File: config.mk
export PLATFORM = sky130hd
export DESIGN_NAME = thl_line_loader
export DESIGN_NICKNAME = d
export VERILOG_FILES = /design/src/include/thl_pkg.sv /design/src/include/thl_stream_if.sv /design/src/hdl/thl_fifo.sv /design/src/hdl/thl_line_loader.sv
export SDC_FILE = /design/constraint.sdc
export NUM_CORES = 1
export LEC_CHECK = 0
export ABC_AREA = 1
export BUFFER_PORTS_ARGS = -buffer_cell sky130_fd_sc_hd__buf_2
export CORE_MARGIN = 1
export CORE_UTILIZATION = 64
export CTS_BUF_LIST = sky130_fd_sc_hd__clkbuf_4 sky130_fd_sc_hd__clkbuf_8
export DETAILED_ROUTE_END_ITERATION = 8
export GPL_ROUTABILITY_DRIVEN = 0
export PLACE_DENSITY_LB_ADDON = 0.3
export SLEW_MARGIN = 20
export SYNTH_ARGS = -nofsm -noshare
export SYNTH_HDL_FRONTEND = slang
export SYNTH_SLANG_ARGS = --single-unit
File: constraint.sdc
create_clock -name core_clk -period 2.21 [get_ports core_clk]
set_input_delay 0.5525 -clock core_clk [delete_from_list [all_inputs] [get_ports core_clk]]
set_output_delay 0.5525 -clock core_clk [all_outputs]
set_load 0.01 [all_outputs]
File: src/include/thl_pkg.sv
// Package: constants for the print head line loader
`default_nettype none
package thl_pkg;
  localparam int unsigned CLK_PERIOD_NS  = 4;
  localparam int unsigned LINE_BITS      = 256;
  localparam int unsigned LINE_BYTES     = 32;
  localparam int unsigned BYTE_W         = 8;
  localparam int unsigned FIFO_DEPTH     = 8;
  localparam int unsigned TMR_W          = 16;
  // Serial clock half period, least time
  localparam int unsigned SCLK_HALF_NS   = 40;
  localparam int unsigned SCLK_HALF_CYC  = (SCLK_HALF_NS + CLK_PERIOD_NS - 1) / CLK_PERIOD_NS;
  // Latch pulse width, least time
  localparam int unsigned LATCH_NS       = 100;
  localparam int unsigned LATCH_CYC      = (LATCH_NS + CLK_PERIOD_NS - 1) / CLK_PERIOD_NS;
  // Strobe (heating) time, least time
  localparam int unsigned STROBE_NS      = 2000;
  localparam int unsigned STROBE_CYC     = (STROBE_NS + CLK_PERIOD_NS - 1) / CLK_PERIOD_NS;
  localparam logic [8:0]  LAST_BIT       = 9'h0ff;
  localparam logic [8:0]  BITS_PER_LINE  = 9'h100;

  typedef enum logic [2:0] {
    THL_FETCH  = 3'b000,
    THL_LOW    = 3'b001,
    THL_HIGH   = 3'b010,
    THL_LATCH  = 3'b011,
    THL_STROBE = 3'b100
  } thl_state_t;
endpackage : thl_pkg
`default_nettype wire

File: src/include/thl_stream_if.sv
// Interface: valid/ready byte stream between loader parts
`default_nettype none
interface thl_stream_if #(parameter int WIDTH = 8);
  logic             valid;
  logic             ready;
  logic [WIDTH-1:0] data;
  modport src (output valid, output data, input ready);
  modport snk (input valid, input data, output ready);
endinterface : thl_stream_if
`default_nettype wire

File: src/hdl/thl_fifo.sv
// Module: synchronous FIFO with registered full and empty flags
`default_nettype none
module thl_fifo #(
  parameter int WIDTH = 8,
  parameter int DEPTH = 8
) (
  input  wire logic   core_clk,
  input  wire logic   srst,
  thl_stream_if.snk   wr,
  thl_stream_if.src   rd
);
  localparam int AW = $clog2(DEPTH);

  logic [WIDTH-1:0] mem [DEPTH];
  logic [AW-1:0]    wr_ptr_ff;
  logic [AW-1:0]    rd_ptr_ff;
  logic [AW:0]      cnt_ff;
  logic [AW:0]      nxt_cnt;
  logic             not_full_ff;
  logic             not_empty_ff;
  logic             push;
  logic             pop;

  assign push     = wr.valid && not_full_ff;
  assign pop      = rd.ready && not_empty_ff;
  assign wr.ready = not_full_ff;
  assign rd.valid = not_empty_ff;
  assign rd.data  = mem[rd_ptr_ff];

  always_comb begin
    nxt_cnt = cnt_ff;
    if (push && !pop) begin
      nxt_cnt = cnt_ff + 1'b1;
    end else if (pop && !push) begin
      nxt_cnt = cnt_ff - 1'b1;
    end
  end

  always_ff @(posedge core_clk) begin
    if (push) begin
      mem[wr_ptr_ff] <= wr.data;
    end
  end

  always_ff @(posedge core_clk) begin
    if (srst) begin
      wr_ptr_ff    <= '0;
      rd_ptr_ff    <= '0;
      cnt_ff       <= '0;
      not_full_ff  <= 1'b1;
      not_empty_ff <= 1'b0;
    end else begin
      if (push) begin
        wr_ptr_ff <= (wr_ptr_ff == AW'(DEPTH - 1)) ? '0 : wr_ptr_ff + 1'b1;
      end
      if (pop) begin
        rd_ptr_ff <= (rd_ptr_ff == AW'(DEPTH - 1)) ? '0 : rd_ptr_ff + 1'b1;
      end
      cnt_ff       <= nxt_cnt;
      not_full_ff  <= (nxt_cnt != (AW+1)'(DEPTH));
      not_empty_ff <= (nxt_cnt != '0);
    end
  end
endmodule : thl_fifo
`default_nettype wire

File: src/hdl/thl_line_loader.sv
// Module: loads one print line into the thermal print head and fires it
`default_nettype none
module thl_line_loader
  import thl_pkg::*;
#(
  parameter int unsigned SCLK_HALF  = thl_pkg::SCLK_HALF_CYC,
  parameter int unsigned LATCH_LEN  = thl_pkg::LATCH_CYC,
  parameter int unsigned STROBE_LEN = thl_pkg::STROBE_CYC,
  parameter int          DEPTH      = thl_pkg::FIFO_DEPTH
) (
  input  wire logic                      core_clk,
  input  wire logic                      srst,
  input  wire logic                      in_valid,
  input  wire logic [thl_pkg::BYTE_W-1:0] in_data,
  output var  logic                      in_ready,
  output var  logic                      head_sclk,
  output var  logic                      head_sdata,
  output var  logic                      head_latch,
  output var  logic                      strobe_group_one,
  output var  logic                      strobe_group_two,
  output var  logic                      line_busy,
  output var  logic                      line_done
);
  import thl_pkg::*;

  thl_stream_if #(.WIDTH(BYTE_W)) wr_if ();
  thl_stream_if #(.WIDTH(BYTE_W)) rd_if ();

  thl_state_t        state_ff;
  logic [TMR_W-1:0]  tmr_ff;
  logic [8:0]        bit_ff;
  logic [BYTE_W-1:0] sh_ff;
  logic              tmr_done;
  logic [8:0]        bits_seen_ff;

  // ------------------------------------------------------------
  // Byte buffer
  // ------------------------------------------------------------
  assign wr_if.valid = in_valid && in_ready;
  assign wr_if.data  = in_data;
  assign rd_if.ready = (state_ff == THL_FETCH);

  thl_fifo #(
    .WIDTH (BYTE_W),
    .DEPTH (DEPTH)
  ) u_fifo (
    .core_clk (core_clk),
    .srst     (srst),
    .wr       (wr_if),
    .rd       (rd_if)
  );

  // Bytes enter only while ready; ready drops after each accept,
  // so a registered ready can never admit into a full buffer.
  always_ff @(posedge core_clk) begin
    if (srst) begin
      in_ready <= 1'b0;
    end else begin
      in_ready <= wr_if.ready && !(wr_if.valid && wr_if.ready);
    end
  end

  // ------------------------------------------------------------
  // Phase timer
  // ------------------------------------------------------------
  assign tmr_done = (tmr_ff == '0);

  always_ff @(posedge core_clk) begin
    if (srst) begin
      tmr_ff <= '0;
    end else if (state_ff == THL_FETCH && rd_if.valid) begin
      tmr_ff <= TMR_W'(SCLK_HALF - 1);
    end else if (!tmr_done) begin
      tmr_ff <= tmr_ff - 1'b1;
    end else begin
      unique case (state_ff)
        THL_LOW:    tmr_ff <= TMR_W'(SCLK_HALF - 1);
        THL_HIGH:   tmr_ff <= (bit_ff == LAST_BIT) ? TMR_W'(LATCH_LEN - 1) : TMR_W'(SCLK_HALF - 1);
        THL_LATCH:  tmr_ff <= TMR_W'(STROBE_LEN - 1);
        THL_FETCH:  tmr_ff <= '0;
        THL_STROBE: tmr_ff <= '0;
      endcase
    end
  end

  // ------------------------------------------------------------
  // Line sequencer
  // ------------------------------------------------------------
  always_ff @(posedge core_clk) begin
    if (srst) begin
      state_ff         <= THL_FETCH;
      bit_ff           <= '0;
      sh_ff            <= '0;
      head_sclk        <= 1'b0;
      head_sdata       <= 1'b0;
      head_latch       <= 1'b0;
      strobe_group_one <= 1'b0;
      strobe_group_two <= 1'b0;
      line_done        <= 1'b0;
    end else begin
      line_done <= 1'b0;
      unique case (state_ff)
        THL_FETCH: begin
          if (rd_if.valid) begin
            sh_ff      <= rd_if.data;
            head_sdata <= rd_if.data[BYTE_W-1];
            state_ff   <= THL_LOW;
          end
        end
        THL_LOW: begin
          if (tmr_done) begin
            head_sclk <= 1'b1;
            state_ff  <= THL_HIGH;
          end
        end
        THL_HIGH: begin
          if (tmr_done) begin
            head_sclk <= 1'b0;
            if (bit_ff == LAST_BIT) begin
              bit_ff     <= '0;
              head_latch <= 1'b1;
              state_ff   <= THL_LATCH;
            end else begin
              bit_ff <= bit_ff + 1'b1;
              if (bit_ff[2:0] == 3'h7) begin
                state_ff <= THL_FETCH;
              end else begin
                sh_ff      <= {sh_ff[BYTE_W-2:0], 1'b0};
                head_sdata <= sh_ff[BYTE_W-2];
                state_ff   <= THL_LOW;
              end
            end
          end
        end
        THL_LATCH: begin
          if (tmr_done) begin
            head_latch       <= 1'b0;
            strobe_group_one <= 1'b1;
            strobe_group_two <= 1'b1;
            state_ff         <= THL_STROBE;
          end
        end
        THL_STROBE: begin
          if (tmr_done) begin
            strobe_group_one <= 1'b0;
            strobe_group_two <= 1'b0;
            line_done        <= 1'b1;
            state_ff         <= THL_FETCH;
          end
        end
      endcase
    end
  end

  always_ff @(posedge core_clk) begin
    if (srst) begin
      line_busy <= 1'b0;
    end else begin
      line_busy <= (state_ff != THL_FETCH) || (bit_ff != '0) || rd_if.valid;
    end
  end

  // ------------------------------------------------------------
  // Checks
  // ------------------------------------------------------------
  always_ff @(posedge core_clk) begin
    if (srst || head_latch) begin
      bits_seen_ff <= '0;
    end else if (head_sclk && state_ff == THL_HIGH && tmr_done) begin
      bits_seen_ff <= bits_seen_ff + 1'b1;
    end
  end

  chk_bits_per_line: assert property (@(posedge core_clk) disable iff (srst)
    $rose(head_latch) |-> bits_seen_ff == BITS_PER_LINE)
    else $error("latch without 256 clocked bits");

  chk_latch_after_shift: assert property (@(posedge core_clk) disable iff (srst)
    $rose(head_latch) |-> $past(state_ff) == THL_HIGH && !head_sclk)
    else $error("latch not after final serial clock");

  chk_strobe_after_latch: assert property (@(posedge core_clk) disable iff (srst)
    $fell(head_latch) |-> strobe_group_one && strobe_group_two)
    else $error("strobe did not follow latch");

  chk_groups_equal: assert property (@(posedge core_clk) disable iff (srst)
    strobe_group_one == strobe_group_two)
    else $error("strobe groups differ");

  chk_latch_no_strobe: assert property (@(posedge core_clk) disable iff (srst)
    head_latch |-> !strobe_group_one && !strobe_group_two)
    else $error("latch while strobing");

  chk_data_stable: assert property (@(posedge core_clk) disable iff (srst)
    $rose(head_sclk) |-> $stable(head_sdata) ##1 $stable(head_sdata))
    else $error("serial data moved at clock edge");

  chk_sclk_width: assert property (@(posedge core_clk) disable iff (srst)
    $rose(head_sclk) |-> head_sclk [*8])
    else $error("serial clock high too short");

  chk_strobe_width: assert property (@(posedge core_clk) disable iff (srst)
    $rose(strobe_group_one) |-> strobe_group_one [*8])
    else $error("strobe too short");

  chk_done_pulse: assert property (@(posedge core_clk) disable iff (srst)
    line_done |-> $past(strobe_group_one) && !strobe_group_one ##1 !line_done)
    else $error("line done not a single pulse after strobe");

  chk_accept_spacing: assert property (@(posedge core_clk) disable iff (srst)
    in_valid && in_ready |=> !in_ready)
    else $error("byte taken on two cycles in a row");
endmodule : thl_line_loader
`default_nettype wire

After elaboration in Yosys (flattened, before gate mapping)
Memory sizes are Yosys's and may differ from the RTL's. A register that Yosys moved wholly into a read port is not among the register bits. Index checks and enable logic that the tools add are counted.

Register bits: 54. Memories kept: 1. RAM bits: 64. Logic and storage cells: 109.

Memory list: u_fifo.mem (depth 8, width 8, rd ports 1, clocked after memory_dff 1, wr ports 1, line thl_fifo.sv:14) `logic [WIDTH-1:0] mem [DEPTH];`.

Bitwise logic cells: 1. Reduce and logical (&&, ||, !) cells: 28. Equal/unequal tests: 17. Add/sub/neg operators: 6. Multiplexer cells: 39.

Operators by type and width (count): case mux 16 bit (4 select lines) (1); two-way mux 7 bit (4); two-way mux 3 bit (9); zero test 16 bit (1); two-way mux 16 bit (1); != test 2 bit (second input constant) (8); subtractor 16 x 1 -> 16 bit (second input constant) (1); case mux 3 bit (5 select lines) (1); case mux 7 bit (2 select lines) (1); == test 3 bit (second input constant) (4); two-way mux 1 bit (12); two-way mux 4 bit (3); AND reduction 5 bit (2); adder 9 x 1 -> 9 bit (second input constant) (1); == test 9 x 8 -> 1 bit (second input constant) (1); two-way mux 9 bit (1); nonzero test 9 bit (1); case mux 1 bit (2 select lines) (4); nonzero test 2 bit (4); adder 3 x 1 -> 3 bit (second input constant) (2); == test 3 x 2 -> 1 bit (second input constant) (2); logical AND 1 bit (6); AND reduction 3 bit (2); OR reduction 2 bit (3); 14 further kinds (16).

Depth between registers and ports, before layout
Gate-level depths: netlist of the first run.

Word-level depth: 7. Gate-level depth with buffers: 11. Depth with buffers taken out: 10.

Hierarchy
From an unflattened synthesis of the first run, not the netlist that was laid out.

Cell total of the unflattened synthesis: 615. Area total of the unflattened synthesis: 5642.9 µm².

By module, submodules not included: thl_fifo (instances 1, sequential area each 2222.1 µm², cells an instance 275, area an instance 3244.4 µm²); thl_line_loader (instances 1, sequential area each 840.8 µm², cells an instance 340, area an instance 2398.6 µm²).

Worst setup path after synthesis of the first run
No wires, ideal clock.

Path kind: input-to-reg. Start: input in_valid. End: memory u_fifo.mem[0][0] (enable). Slack: 0.464 ns. Arrival: 1.376 ns. Path buffers: 0. Cell stages on the path: 4. Path through: nand3_1 > inv_1 > nand2_1 > nor2_1.

Word-level cells in the longest chain between the ends: 4.

RTL lines: from (decl) (line thl_line_loader.sv:13) `input wire logic in_valid,`; logical AND 1 bit (line thl_line_loader.sv:39) `assign wr_if.valid = in_valid && in_ready;`; logical AND 1 bit (line thl_fifo.sv:24) `assign push = wr.valid && not_full_ff;`; two-way mux 1 bit (line thl_fifo.sv:40) `if (push) begin`; two-way mux 1 bit (implied by the code) (line thl_fifo.sv:41) `mem[wr_ptr_ff] <= wr.data;`; to (decl) (line thl_fifo.sv:14).

Every way passes these cells.

Worst setup path after layout of the first run
Start: register bit_ff[0]. End: register bit_ff[5].

Word-level cells in the longest chain between the ends: 2. Elaborated cells on any way between the ends: 3. Classes of those cells: add/sub (1); eq/ne (1); mux (1).

RTL lines: from (decl) (line thl_line_loader.sv:31) `logic [8:0] bit_ff;`; from (signal assigned) (line thl_line_loader.sv:124) `bit_ff <= bit_ff + 1'b1;`; adder 9 x 1 -> 9 bit / == test 9 x 8 -> 1 bit (equally long branches) (line thl_line_loader.sv:124, thl_line_loader.sv:119); two-way mux 9 bit * (line thl_line_loader.sv:119) `if (bit_ff == LAST_BIT) begin`.

Every way passes the cells marked *; elsewhere a longest branch is shown, timed or not. A chain may end at the register's enable or synchronous reset.

==> flow_summary.yaml, run 1 <==
outcome:
  status: "finished, final reports clean"
sta:
  setup_viol_count_final: 0
  clock_skew_ns: 0.00736
  finalMaxSlewViolations: 0
  grt_setup_unrepaired: "false"
  final.min_clock_period_ns: 1.94
  worst_slack_ns: 0.266
  worst_slew_margin_rel: 0.678
  setup_total_negative_slack_ns: 0
  period_share: 0.880
  tightest_slew_ns: 0.482
  fmax_mhz: 514
  finalHoldViolCount: 0
  whs_ns: 0.317
clocking:
  cts.sinks: 121
  clk_transition_reported_paths_ns: 0.08
  post_cts.resized_instances: 0
  cts-buffers-inserted: 17
  cts_tree: "yes"
  cts.htree.levels: 4
  cts_hold_buffers: 0
  post-cts-setup-buffers: 0
  clockRootBuffer: "clkbuf_8"
  clock_insertion_delay_at_the_later_pin_of_the_skew_report_ns: 0.43
  cts.path.max_buffers: 2
place:
  detailedPlacementHpwl_um: 7980
  io_port_bufs: 18
  dp_cells: 724
  placed_cell_area_um2: 5600
  detailedPlace.worstSlack_ns: 0.288
power_and_ir_drop:
  share_seq_of_total_power: 0.382
  power_mw: 7.75
  static-leakage-power_nw: 2.49
  ir_drop_uv: 700
  internal-power_mw: 4.79
  power.net_switching_mw: 2.96
  clockPowerShare: 0.275
  power.density_nw_per_um2: 1290
  combPwrFrac: 0.342
  power_switching_share: 0.382
detailed_routing:
  met3WireLength_um: 976
  routed_met1_length_um: 5050
  routedWlPerCell_um: 15.6
  drcViolationCount: 0
  detail_route.vias_per_cell: 5.68
  routed-via-count: 4293
  ant_nets: 0
  firstDrtPassIters: 5
  first_iter_violations: 403
  dr.max_layer_used: "met4"
  drt_wl_total_um: 11800
  met2WireLength_um: 5430
logic_synthesis:
  postSynth.asyncResetShare: 0
  synthesis.instances: 606
  netlist_top_cells_count: "147 x nand2_1, 69 x nand3_1, 64 x edfxtp_1"
  netlist-cell-type-count: 39
  top_area_cells_in_the_synthesized_netlist: "edfxtp_1 36%, dfxtp_1 21%, nand2_1 10%"
  postSynthRegisterBits: 121
  most_instantiated_library_cell_after_synthesis: "nand2_1"
  synth_largest_area_cell: "edfxtp_1"
  seq_area_frac_synth: 0.570
  synthDominantCellAreaShare: 0.358
  ys.warnings.count: 0
  synth_enable_flop_cells: 64
  postSynthAreaPerCell_um2: 8.86
  syn_area_um2: 5370
  synthFlopType: "edfxtp_1"
  post_syn_nets: 628
global_route:
  grt_start_max_net_pins: 33
  overflow: 0
  grt_first_pass_wirelength_um: 19200
  antenna_found_initial: 0
  grt_util_all_layers: 0.291
  first_global_vias: 4093
worst_setup_path:
  critical_path_class: "reg -> reg"
  crit_path_start: "bit_ff[0]$_SDFFE_PP0P_"
  timing.critical_path.to_type: "flop"
  ff2ff_path_depth: 8
  worst_setup_path_start_kind: "flop"
  reg2reg_setup_slack_ns: 0.27
  critical_path_peak_fanout: 4
  worst_r2r_startpoint: "bit_ff[0]$_SDFFE_PP0P_"
  timing.critical_path.arrival_ns: 2.24
  r2r-end: "bit_ff[5]$_SDFFE_PP0P_"
  critPathRequiredTime_ns: 2.51
  worstSetupEndpoint: "bit_ff[5]$_SDFFE_PP0P_"
layout:
  non_filler_cell_area_final_um2: 6030
  antenna_cells: 0
  fin_nets: 660
  syn2layout_area_growth_pct: 12.4
  final_util: 0.738
  drive_above_1_share: 0.126
  fin_cells: 756
floorplanning:
  die_area_um2: 8760
  fp.dieW_um: 93.6
  core.rowCount: 33
  chipHeight_um: 93.6
  coreArea_um2: 8180
  floorplan.io_pins: 19
  floorplan.initialDensity: 0.657
min_path:
  min_path_type: "in -> reg"
job:
  maxCapViolations: 0
## state kept, by name, summed over array words and instances (netlist names), named ones only
register          flops
head_sclk             1
u_fifo.mem           64
head_latch            1
bit_ff                9
u_fifo.cnt_ff         4
u_fifo.wr.ready       1
line_done             1
u_fifo.wr_ptr_ff      3
state_ff              3
strobe_group_two      1
u_fifo.rd_ptr_ff      3
line_busy             1
u_fifo.rd.valid       1
head_sdata            1
sh_ff                 7
tmr_ff               16
in_ready              1
## per-layer routing
layer / GRT usage / up-vias
li1: - / 2076
met3: 0.0959 / 36
met5: 0 / -
met1: 0.374 / 1984
met4: 0.115 / 0
met2: 0.456 / 197
## power groups by stage
stage                     Combinational [mW]  Sequential [mW]  Clock, mW
after floorplan                         2.09             2.91          0
after global placement                  2.50             2.99          0
after detailed placement                2.58             3.00          0
after CTS                               2.62             2.96       2.15
after global routing                    3.01             3.00       2.25
final                                   2.65             2.96       2.14
## worst max-delay path: stages, from the launching register on
cell     delay, ns
dfxtp_1       0.36
ha_1          0.24
nand2_1       0.09
nor2_1        0.17
nand2_1       0.12
nor2_2        0.21
nand2_2       0.13
o21ai_0       0.35
nor3_1        0.15
## cells in the final DEF, fill, tap and decap left out, types with 2 or more instances in the layout
cell type,instances
nand3_1,69
clkinv_2,2
nand2_1,147
bufinv_16,4
o211ai_1,2
xor2_1,4
inv_6,3
a21oi_1,32
clkinvlp_4,4
nor2_2,2
nor2_1,62
buf_4,14
a21boi_0,2
ha_1,11
edfxtp_1,64
o21ai_0,25
nand4_1,7
inv_1,62
dfxtp_1,57
nand2_2,5
nor3_1,14
inv_2,2
clkbuf_8,17
or2_2,2
nor2_4,2
nor4_1,2
buf_2,18
nand3b_1,2
## cell families after synthesis
group,synth area share
XOR/XNOR,0.00816
adder cells (fa/ha/maj),0.0256
AND/OR/NAND/NOR,0.262
AO/OA/AOI/OAI,0.0694
buffers and inverters,0.0639
flip-flops,0.570
## how the worst min path moves through the flow
| stage | start | endpoint | slack [ns] | cells after the start |
|---|---|---|---|---|
| 5_1_grt | in_valid | in_ready$_SDFF_PP0_ | 0.32 | 2 |
| 2_1_floorplan | u_fifo.wr.ready$_SDFF_PP1_ | in_ready$_SDFF_PP0_ | 0.42 | 2 |
| 6_report | in_valid | in_ready$_SDFF_PP0_ | 0.32 | 2 |
| 3_3_place_gp | in_ready$_SDFF_PP0_ | in_ready$_SDFF_PP0_ | 0.43 | 1 |
| 4_1_cts | in_valid | in_ready$_SDFF_PP0_ | 0.31 | 2 |
| 3_5_place_dp | head_sclk$_SDFFE_PP0P_ | head_sclk$_SDFFE_PP0P_ | 0.45 | 2 |
## cell type report
class                           count  area, µm²
Clock buffer                       17        234
Clock inverter                     15        199
Fill cell                         585       2140
Inverter                           65        246
Multi-Input combinational cell    401       1960
Sequential cell                   121       3060
Tap cell                          105        131
Timing Repair Buffer               32        195
(Power assumes the default switching activity.)
==> run 2, diff against run 1 <==
--- a/config.mk
+++ b/config.mk
@@ -7,6 +7,7 @@
 export LEC_CHECK = 0
 export ABC_AREA = 1
 export BUFFER_PORTS_ARGS = -buffer_cell sky130_fd_sc_hd__buf_2
+export CORE_ASPECT_RATIO = 1.2
 export CORE_MARGIN = 1
 export CORE_UTILIZATION = 64
 export CTS_BUF_LIST = sky130_fd_sc_hd__clkbuf_4 sky130_fd_sc_hd__clkbuf_8
==> run 2 against run 1 <==
Design area decreased by 1.0%. Sequential cell count unchanged. Utilization decreased by 0.16 points. Register-to-register slack improved by 0.14 ns. Global-route usage decreased by 0.71 points. Critical path depth unchanged.
==> flow_summary.yaml, run 2 (same netlist as run 1, synthesis figures left out) <==
worst_setup_path:
  worst_path_most_repeated_cell: "inv_1"
  critical_path_class: "reg -> reg"
  critPathRequiredTime_ns: 2.56
  worst_setup_path_start_kind: "flop"
  critical-path-top-delay-family: "simple AND/OR/NAND/NOR gates"
  timing.critical_path.arrival_ns: 2.15
  path_cells: "nor2_4, nand3_2, nand2_1, inv_1, nand2_2, inv_1, o21ai_0, a21oi_1"
  critical_path_buf_inv_count: 2
  ff2ff_path_depth: 8
  critical_path_peak_fanout: 10
  slowest_cell_delay_on_critical_path_ns: 0.58
  worst_r2r_startpoint: "state_ff[0]$_SDFFE_PP0P_"
  r2r-end: "tmr_ff[14]$_SDFF_PP0_"
  reg2reg_setup_slack_ns: 0.41
  timing.critical_path.to_type: "flop"
  cpMaxStageDelayCell: "dfxtp_1"
min_path:
  worstHoldEndpoint: "in_ready$_SDFF_PP0_"
  min-delay-start: "in_valid"
  min_path_type: "in -> reg"
  worstHoldPathCells: 2
layout:
  most_frequent_cells_in_the_layout: "147 x nand2_1, 69 x nand3_1, 64 x edfxtp_1, 62 x inv_1, 62 x nor2_1"
  largestRegisters: "u_fifo.mem x64, tmr_ff x16, bit_ff x9"
  drive_above_1_share: 0.125
  final_util: 0.736
  top_register: "u_fifo.mem"
  largest_reg_flops: 64
  final_common_cell: "nand2_1"
  fin_nets: 659
  syn2layout_area_growth_pct: 11.2
  antenna_cells: 0
outcome:
  status: "finished, final reports clean"
sta:
  grt_setup_unrepaired: "false"
  worst_slew_margin_rel: 0.689
  finalMaxSlewViolations: 0
  period_share: 0.815
  setup_total_negative_slack_ns: 0
  fmax_mhz: 555
  final.min_clock_period_ns: 1.80
  tightest_slew_ns: 0.466
  clock_skew_ns: 0.0106
  finalHoldViolCount: 0
  worst_slack_ns: 0.409
  setup_viol_count_final: 0
global_route:
  grt_start_max_net_pins: 33
  first_global_vias: 3922
  antenna_found_initial: 0
  grt_util_all_layers: 0.284
  overflow: 0
  grt_first_pass_wirelength_um: 18500
clocking:
  cts.sinks: 121
  cts_hold_buffers: 0
  post_cts.resized_instances: 0
  clk_transition_reported_paths_ns: 0.07
  cts-buffers-inserted: 17
  cts.path.max_buffers: 2
  clockRootBuffer: "clkbuf_8"
  cts.htree.levels: 4
  clock_insertion_delay_at_the_later_pin_of_the_skew_report_ns: 0.42
  post-cts-setup-buffers: 0
  cts_tree: "yes"
floorplanning:
  die_area_um2: 8760
  fp.dieW_um: 85.6
  core.rowCount: 36
  floorplan.initialDensity: 0.662
  coreArea_um2: 8110
  floorplan.io_pins: 19
  chipHeight_um: 102
power_and_ir_drop:
  combPwrFrac: 0.356
  power.density_nw_per_um2: 1260
  internal-power_mw: 4.58
  power_switching_share: 0.391
  share_seq_of_total_power: 0.391
  static-leakage-power_nw: 2.47
  clockPowerShare: 0.253
  ir_drop_uv: 691
  power.net_switching_mw: 2.93
place:
  io_port_bufs: 18
  detailedPlace.worstSlack_ns: 0.362
  detailedPlacementHpwl_um: 7890
detailed_routing:
  ant_nets: 0
  first_iter_violations: 325
  routed-via-count: 4225
  routedWlPerCell_um: 15.5
  drcViolationCount: 0
  drt_wl_total_um: 11600
  firstDrtPassIters: 7
  detail_route.vias_per_cell: 5.67
job:
  maxCapViolations: 0
run 2: cell types whose count changed in the layout (fill, tap and decap cells not counted), sizes merged:
cell and delta:
buf -1, bufinv -2, clkbuf +1, clkinv +3, clkinvlp -1, inv -1
run 2: worst max-delay path by stage:
stage                             startpoint                          to  depth (start not counted)
floorplan                           in_valid  u_fifo.mem[0][0]$_DFFE_PP_                          4
global placement                    in_valid  u_fifo.mem[4][5]$_DFFE_PP_                          6
detailed placement                  in_valid  u_fifo.rd.valid$_SDFF_PP0_                         11
CTS                 state_ff[0]$_SDFFE_PP0P_       tmr_ff[14]$_SDFF_PP0_                          8
global route          bit_ff[0]$_SDFFE_PP0P_      bit_ff[5]$_SDFFE_PP0P_                          8
finish              state_ff[0]$_SDFFE_PP0P_       tmr_ff[14]$_SDFF_PP0_                          8
run 2: final cells by class:
class                      instances  area [µm²]
clock buffer                      18         241
clock inverter                    14         149
fill                             577        2140
inverter                          65         246
multi-input combinational        401        1960
sequential                       121        3060
tap                               95         119
timing repair buffer              31         188
run 2: metal layers:
metal	GRT usage	vias to the layer above	wire (µm)
li1	-	2074	-
met1	0.323	1963	4600
met2	0.511	156	6010
met3	0.0654	32	615
met4	0.128	0	352
met5	0	-	0
run 2: power groups by stage:
| stage | clock (mW) | combinational [mW] | sequential [mW] |
|---|---|---|---|
| 2_1_floorplan | 0 | 2.09 | 2.91 |
| 3_5_place_dp | 0 | 2.60 | 2.98 |
| 6_report | 1.90 | 2.67 | 2.94 |
| 4_1_cts | 1.92 | 2.64 | 2.93 |
| 3_3_place_gp | 0 | 2.51 | 2.96 |
| 5_1_grt | 2.03 | 3.05 | 2.98 |
run 2: metrics by stage:
step                      power [mW]  area [µm²]  hold slack, ns  instances
after floorplan                 5.00        5370           0.422        606
after detailed placement        5.57        5580           0.440        713
after global placement          5.47        5580           0.427        713
after global routing            8.05        5970           0.299        745
after CTS                       7.49        5970           0.301        745
final                           7.51        5970           0.316        745
==> run 3, diff against run 2 <==
==> constraint.sdc (replaced) <==
create_clock -name core_clk -period 1.8 [get_ports core_clk]
set_input_delay 0.45 -clock core_clk [delete_from_list [all_inputs] [get_ports core_clk]]
set_output_delay 0.45 -clock core_clk [all_outputs]
set_load 0.01 [all_outputs]
==> run 3 against run 2 <==
Register-to-register slack worse by 0.26 ns. Clock skew up 0.0011 ns. Design area up 1.8%. Critical path depth up 2. Largest cell class unchanged. Highest routed layer unchanged. Count of clock-buffer cells in the layout unchanged. Total power up 28%. Maximum frequency up 9.1%. Routed wire length down 0.84%. Sequential share of layout area down 0.89 points. Clock power up 40%.
==> flow_summary.yaml, run 3 (same netlist as run 1, synthesis figures left out) <==
outcome:
  status: "finished, final reports clean"
layout:
  non_filler_cell_area_final_um2: 6080
  multi_input_logic_area_um2: 1970
  final_common_cell: "nand2_1"
  drive_above_1_share: 0.140
  largest_reg_flops: 64
  regArea_um2: 3060
  fillCellCount: 579
  syn2layout_area_growth_pct: 13.2
  fin_nets: 666
  antenna_cells: 0
  top_register: "u_fifo.mem"
  most_frequent_cells_in_the_layout: "146 x nand2_1, 69 x nand3_1, 64 x edfxtp_1, 62 x inv_1, 61 x nor2_1"
  largestRegisters: "u_fifo.mem x64, tmr_ff x16, bit_ff x9"
job:
  maxCapViolations: 0
floorplanning:
  floorplan.io_pins: 19
  chipHeight_um: 102
  floorplan.initialDensity: 0.662
  core.rowCount: 36
  fp.dieW_um: 85.6
  die_area_um2: 8760
  coreArea_um2: 8110
sta:
  finalHoldViolCount: 0
  grt_setup_unrepaired: "false"
  clock_skew_ns: 0.0116
  worst_slew_margin_rel: 0.671
  tightest_slew_ns: 0.492
  fmax_mhz: 606
  finalMaxSlewViolations: 0
  setup_viol_count_final: 0
  period_share: 0.917
  setup_total_negative_slack_ns: 0
  final.min_clock_period_ns: 1.65
place:
  detailedPlacementHpwl_um: 7880
  io_port_bufs: 18
  placed_cell_area_um2: 5630
global_route:
  grt_util_all_layers: 0.281
  first_global_vias: 3988
  overflow: 0
  grt_start_max_net_pins: 33
  grt_first_pass_wirelength_um: 18300
  antenna_found_initial: 0
worst_setup_path:
  timing.critical_path.arrival_ns: 1.98
  timing.critical_path.to_type: "flop"
  critical_path_class: "reg -> reg"
  reg2reg_setup_slack_ns: 0.15
  worst_setup_path_start_kind: "flop"
  critPathRequiredTime_ns: 2.13
  critical_path_peak_fanout: 15
power_and_ir_drop:
  share_seq_of_total_power: 0.375
  ir_drop_uv: 906
  power.net_switching_mw: 3.65
  power.density_nw_per_um2: 1580
  clockPowerShare: 0.277
  combPwrFrac: 0.349
  power_switching_share: 0.380
  internal-power_mw: 5.96
  static-leakage-power_nw: 2.53
detailed_routing:
  routedWlPerCell_um: 15.3
  detail_route.vias_per_cell: 5.62
  drt_wl_total_um: 11500
  routed-via-count: 4228
  drcViolationCount: 0
  first_iter_violations: 282
  ant_nets: 0
  firstDrtPassIters: 5
clocking:
  clk_transition_reported_paths_ns: 0.08
  post-cts-setup-buffers: 0
  cts_tree: "yes"
  cts-buffers-inserted: 17
  cts.htree.levels: 4
  cts_hold_buffers: 0
  clock_insertion_delay_at_the_later_pin_of_the_skew_report_ns: 0.43
  post_cts.resized_instances: 0
  clockRootBuffer: "clkbuf_8"
  cts.sinks: 121
  cts.path.max_buffers: 2
min_path:
  min_path_type: "in -> reg"
[run 3: layout make-up]
class                           count  area share
Tap cell                           95      0.0196
Inverter                           65      0.0406
Multi-Input combinational cell    401       0.324
Sequential cell                   121       0.504
Clock inverter                     14      0.0325
Timing Repair Buffer               38      0.0395
Clock buffer                       18      0.0397
[run 3: worst max-delay path, stage by stage, from the launching register on]
cell     delay [ns]
dfxtp_1        0.36
ha_1           0.21
nand2_1        0.07
nor2_1         0.16
nand2_1        0.10
nor2_2         0.12
nand2_2        0.11
nand3_4        0.18
nand2_1        0.09
nand2_1        0.08
nor2_1         0.05
[run 3: path summary, 6_finish.rpt]
| check | cells past startpoint | startpoint | endpoint |
|---|---|---|---|
| hold reg to reg | 2 | head_sclk$_SDFFE_PP0P_ | head_sclk$_SDFFE_PP0P_ |
| setup reg to reg | 10 | bit_ff[0]$_SDFFE_PP0P_ | sh_ff[6]$_SDFFE_PP0P_ |
| hold / removal | 2 | in_valid | in_ready$_SDFF_PP0_ |
| setup / recovery | 10 | bit_ff[0]$_SDFFE_PP0P_ | sh_ff[6]$_SDFFE_PP0P_ |
[run 3: layer usage]
| layer | up-vias | share of wire | track usage |
|---|---|---|---|
| met5 | - | 0 | 0 |
| met4 | 0 | 0.017 | 0.109 |
| met3 | 19 | 0.060 | 0.0767 |
| met2 | 149 | 0.54 | 0.520 |
| met1 | 1966 | 0.38 | 0.307 |
| li1 | 2094 | - | - |
[run 3: power by group through the flow]
stage | clock network, mW | registers [mW] | logic (mW)
after floorplan | 0 | 3.57 | 2.57
after global placement | 0 | 3.63 | 3.11
after detailed placement | 0 | 3.65 | 3.25
after CTS | 2.70 | 3.59 | 3.30
after global routing | 2.81 | 3.64 | 3.78
final | 2.66 | 3.60 | 3.35
[run 3: metrics by stage]
stage / setup slack, ns / util / hold WS [ns] / cells / power, mW
2_1_floorplan: 0.156 / - / 0.422 / 606 / 6.13
3_5_place_dp: 0.142 / 0.695 / 0.443 / 720 / 6.90
5_1_grt: 0.000128 / 0.750 / 0.184 / 752 / 10.2
3_3_place_gp: 0.195 / 0.695 / 0.429 / 720 / 6.74
4_1_cts: 0.132 / 0.749 / 0.176 / 752 / 9.59
6_report: 0.149 / 0.750 / 0.204 / 752 / 9.61
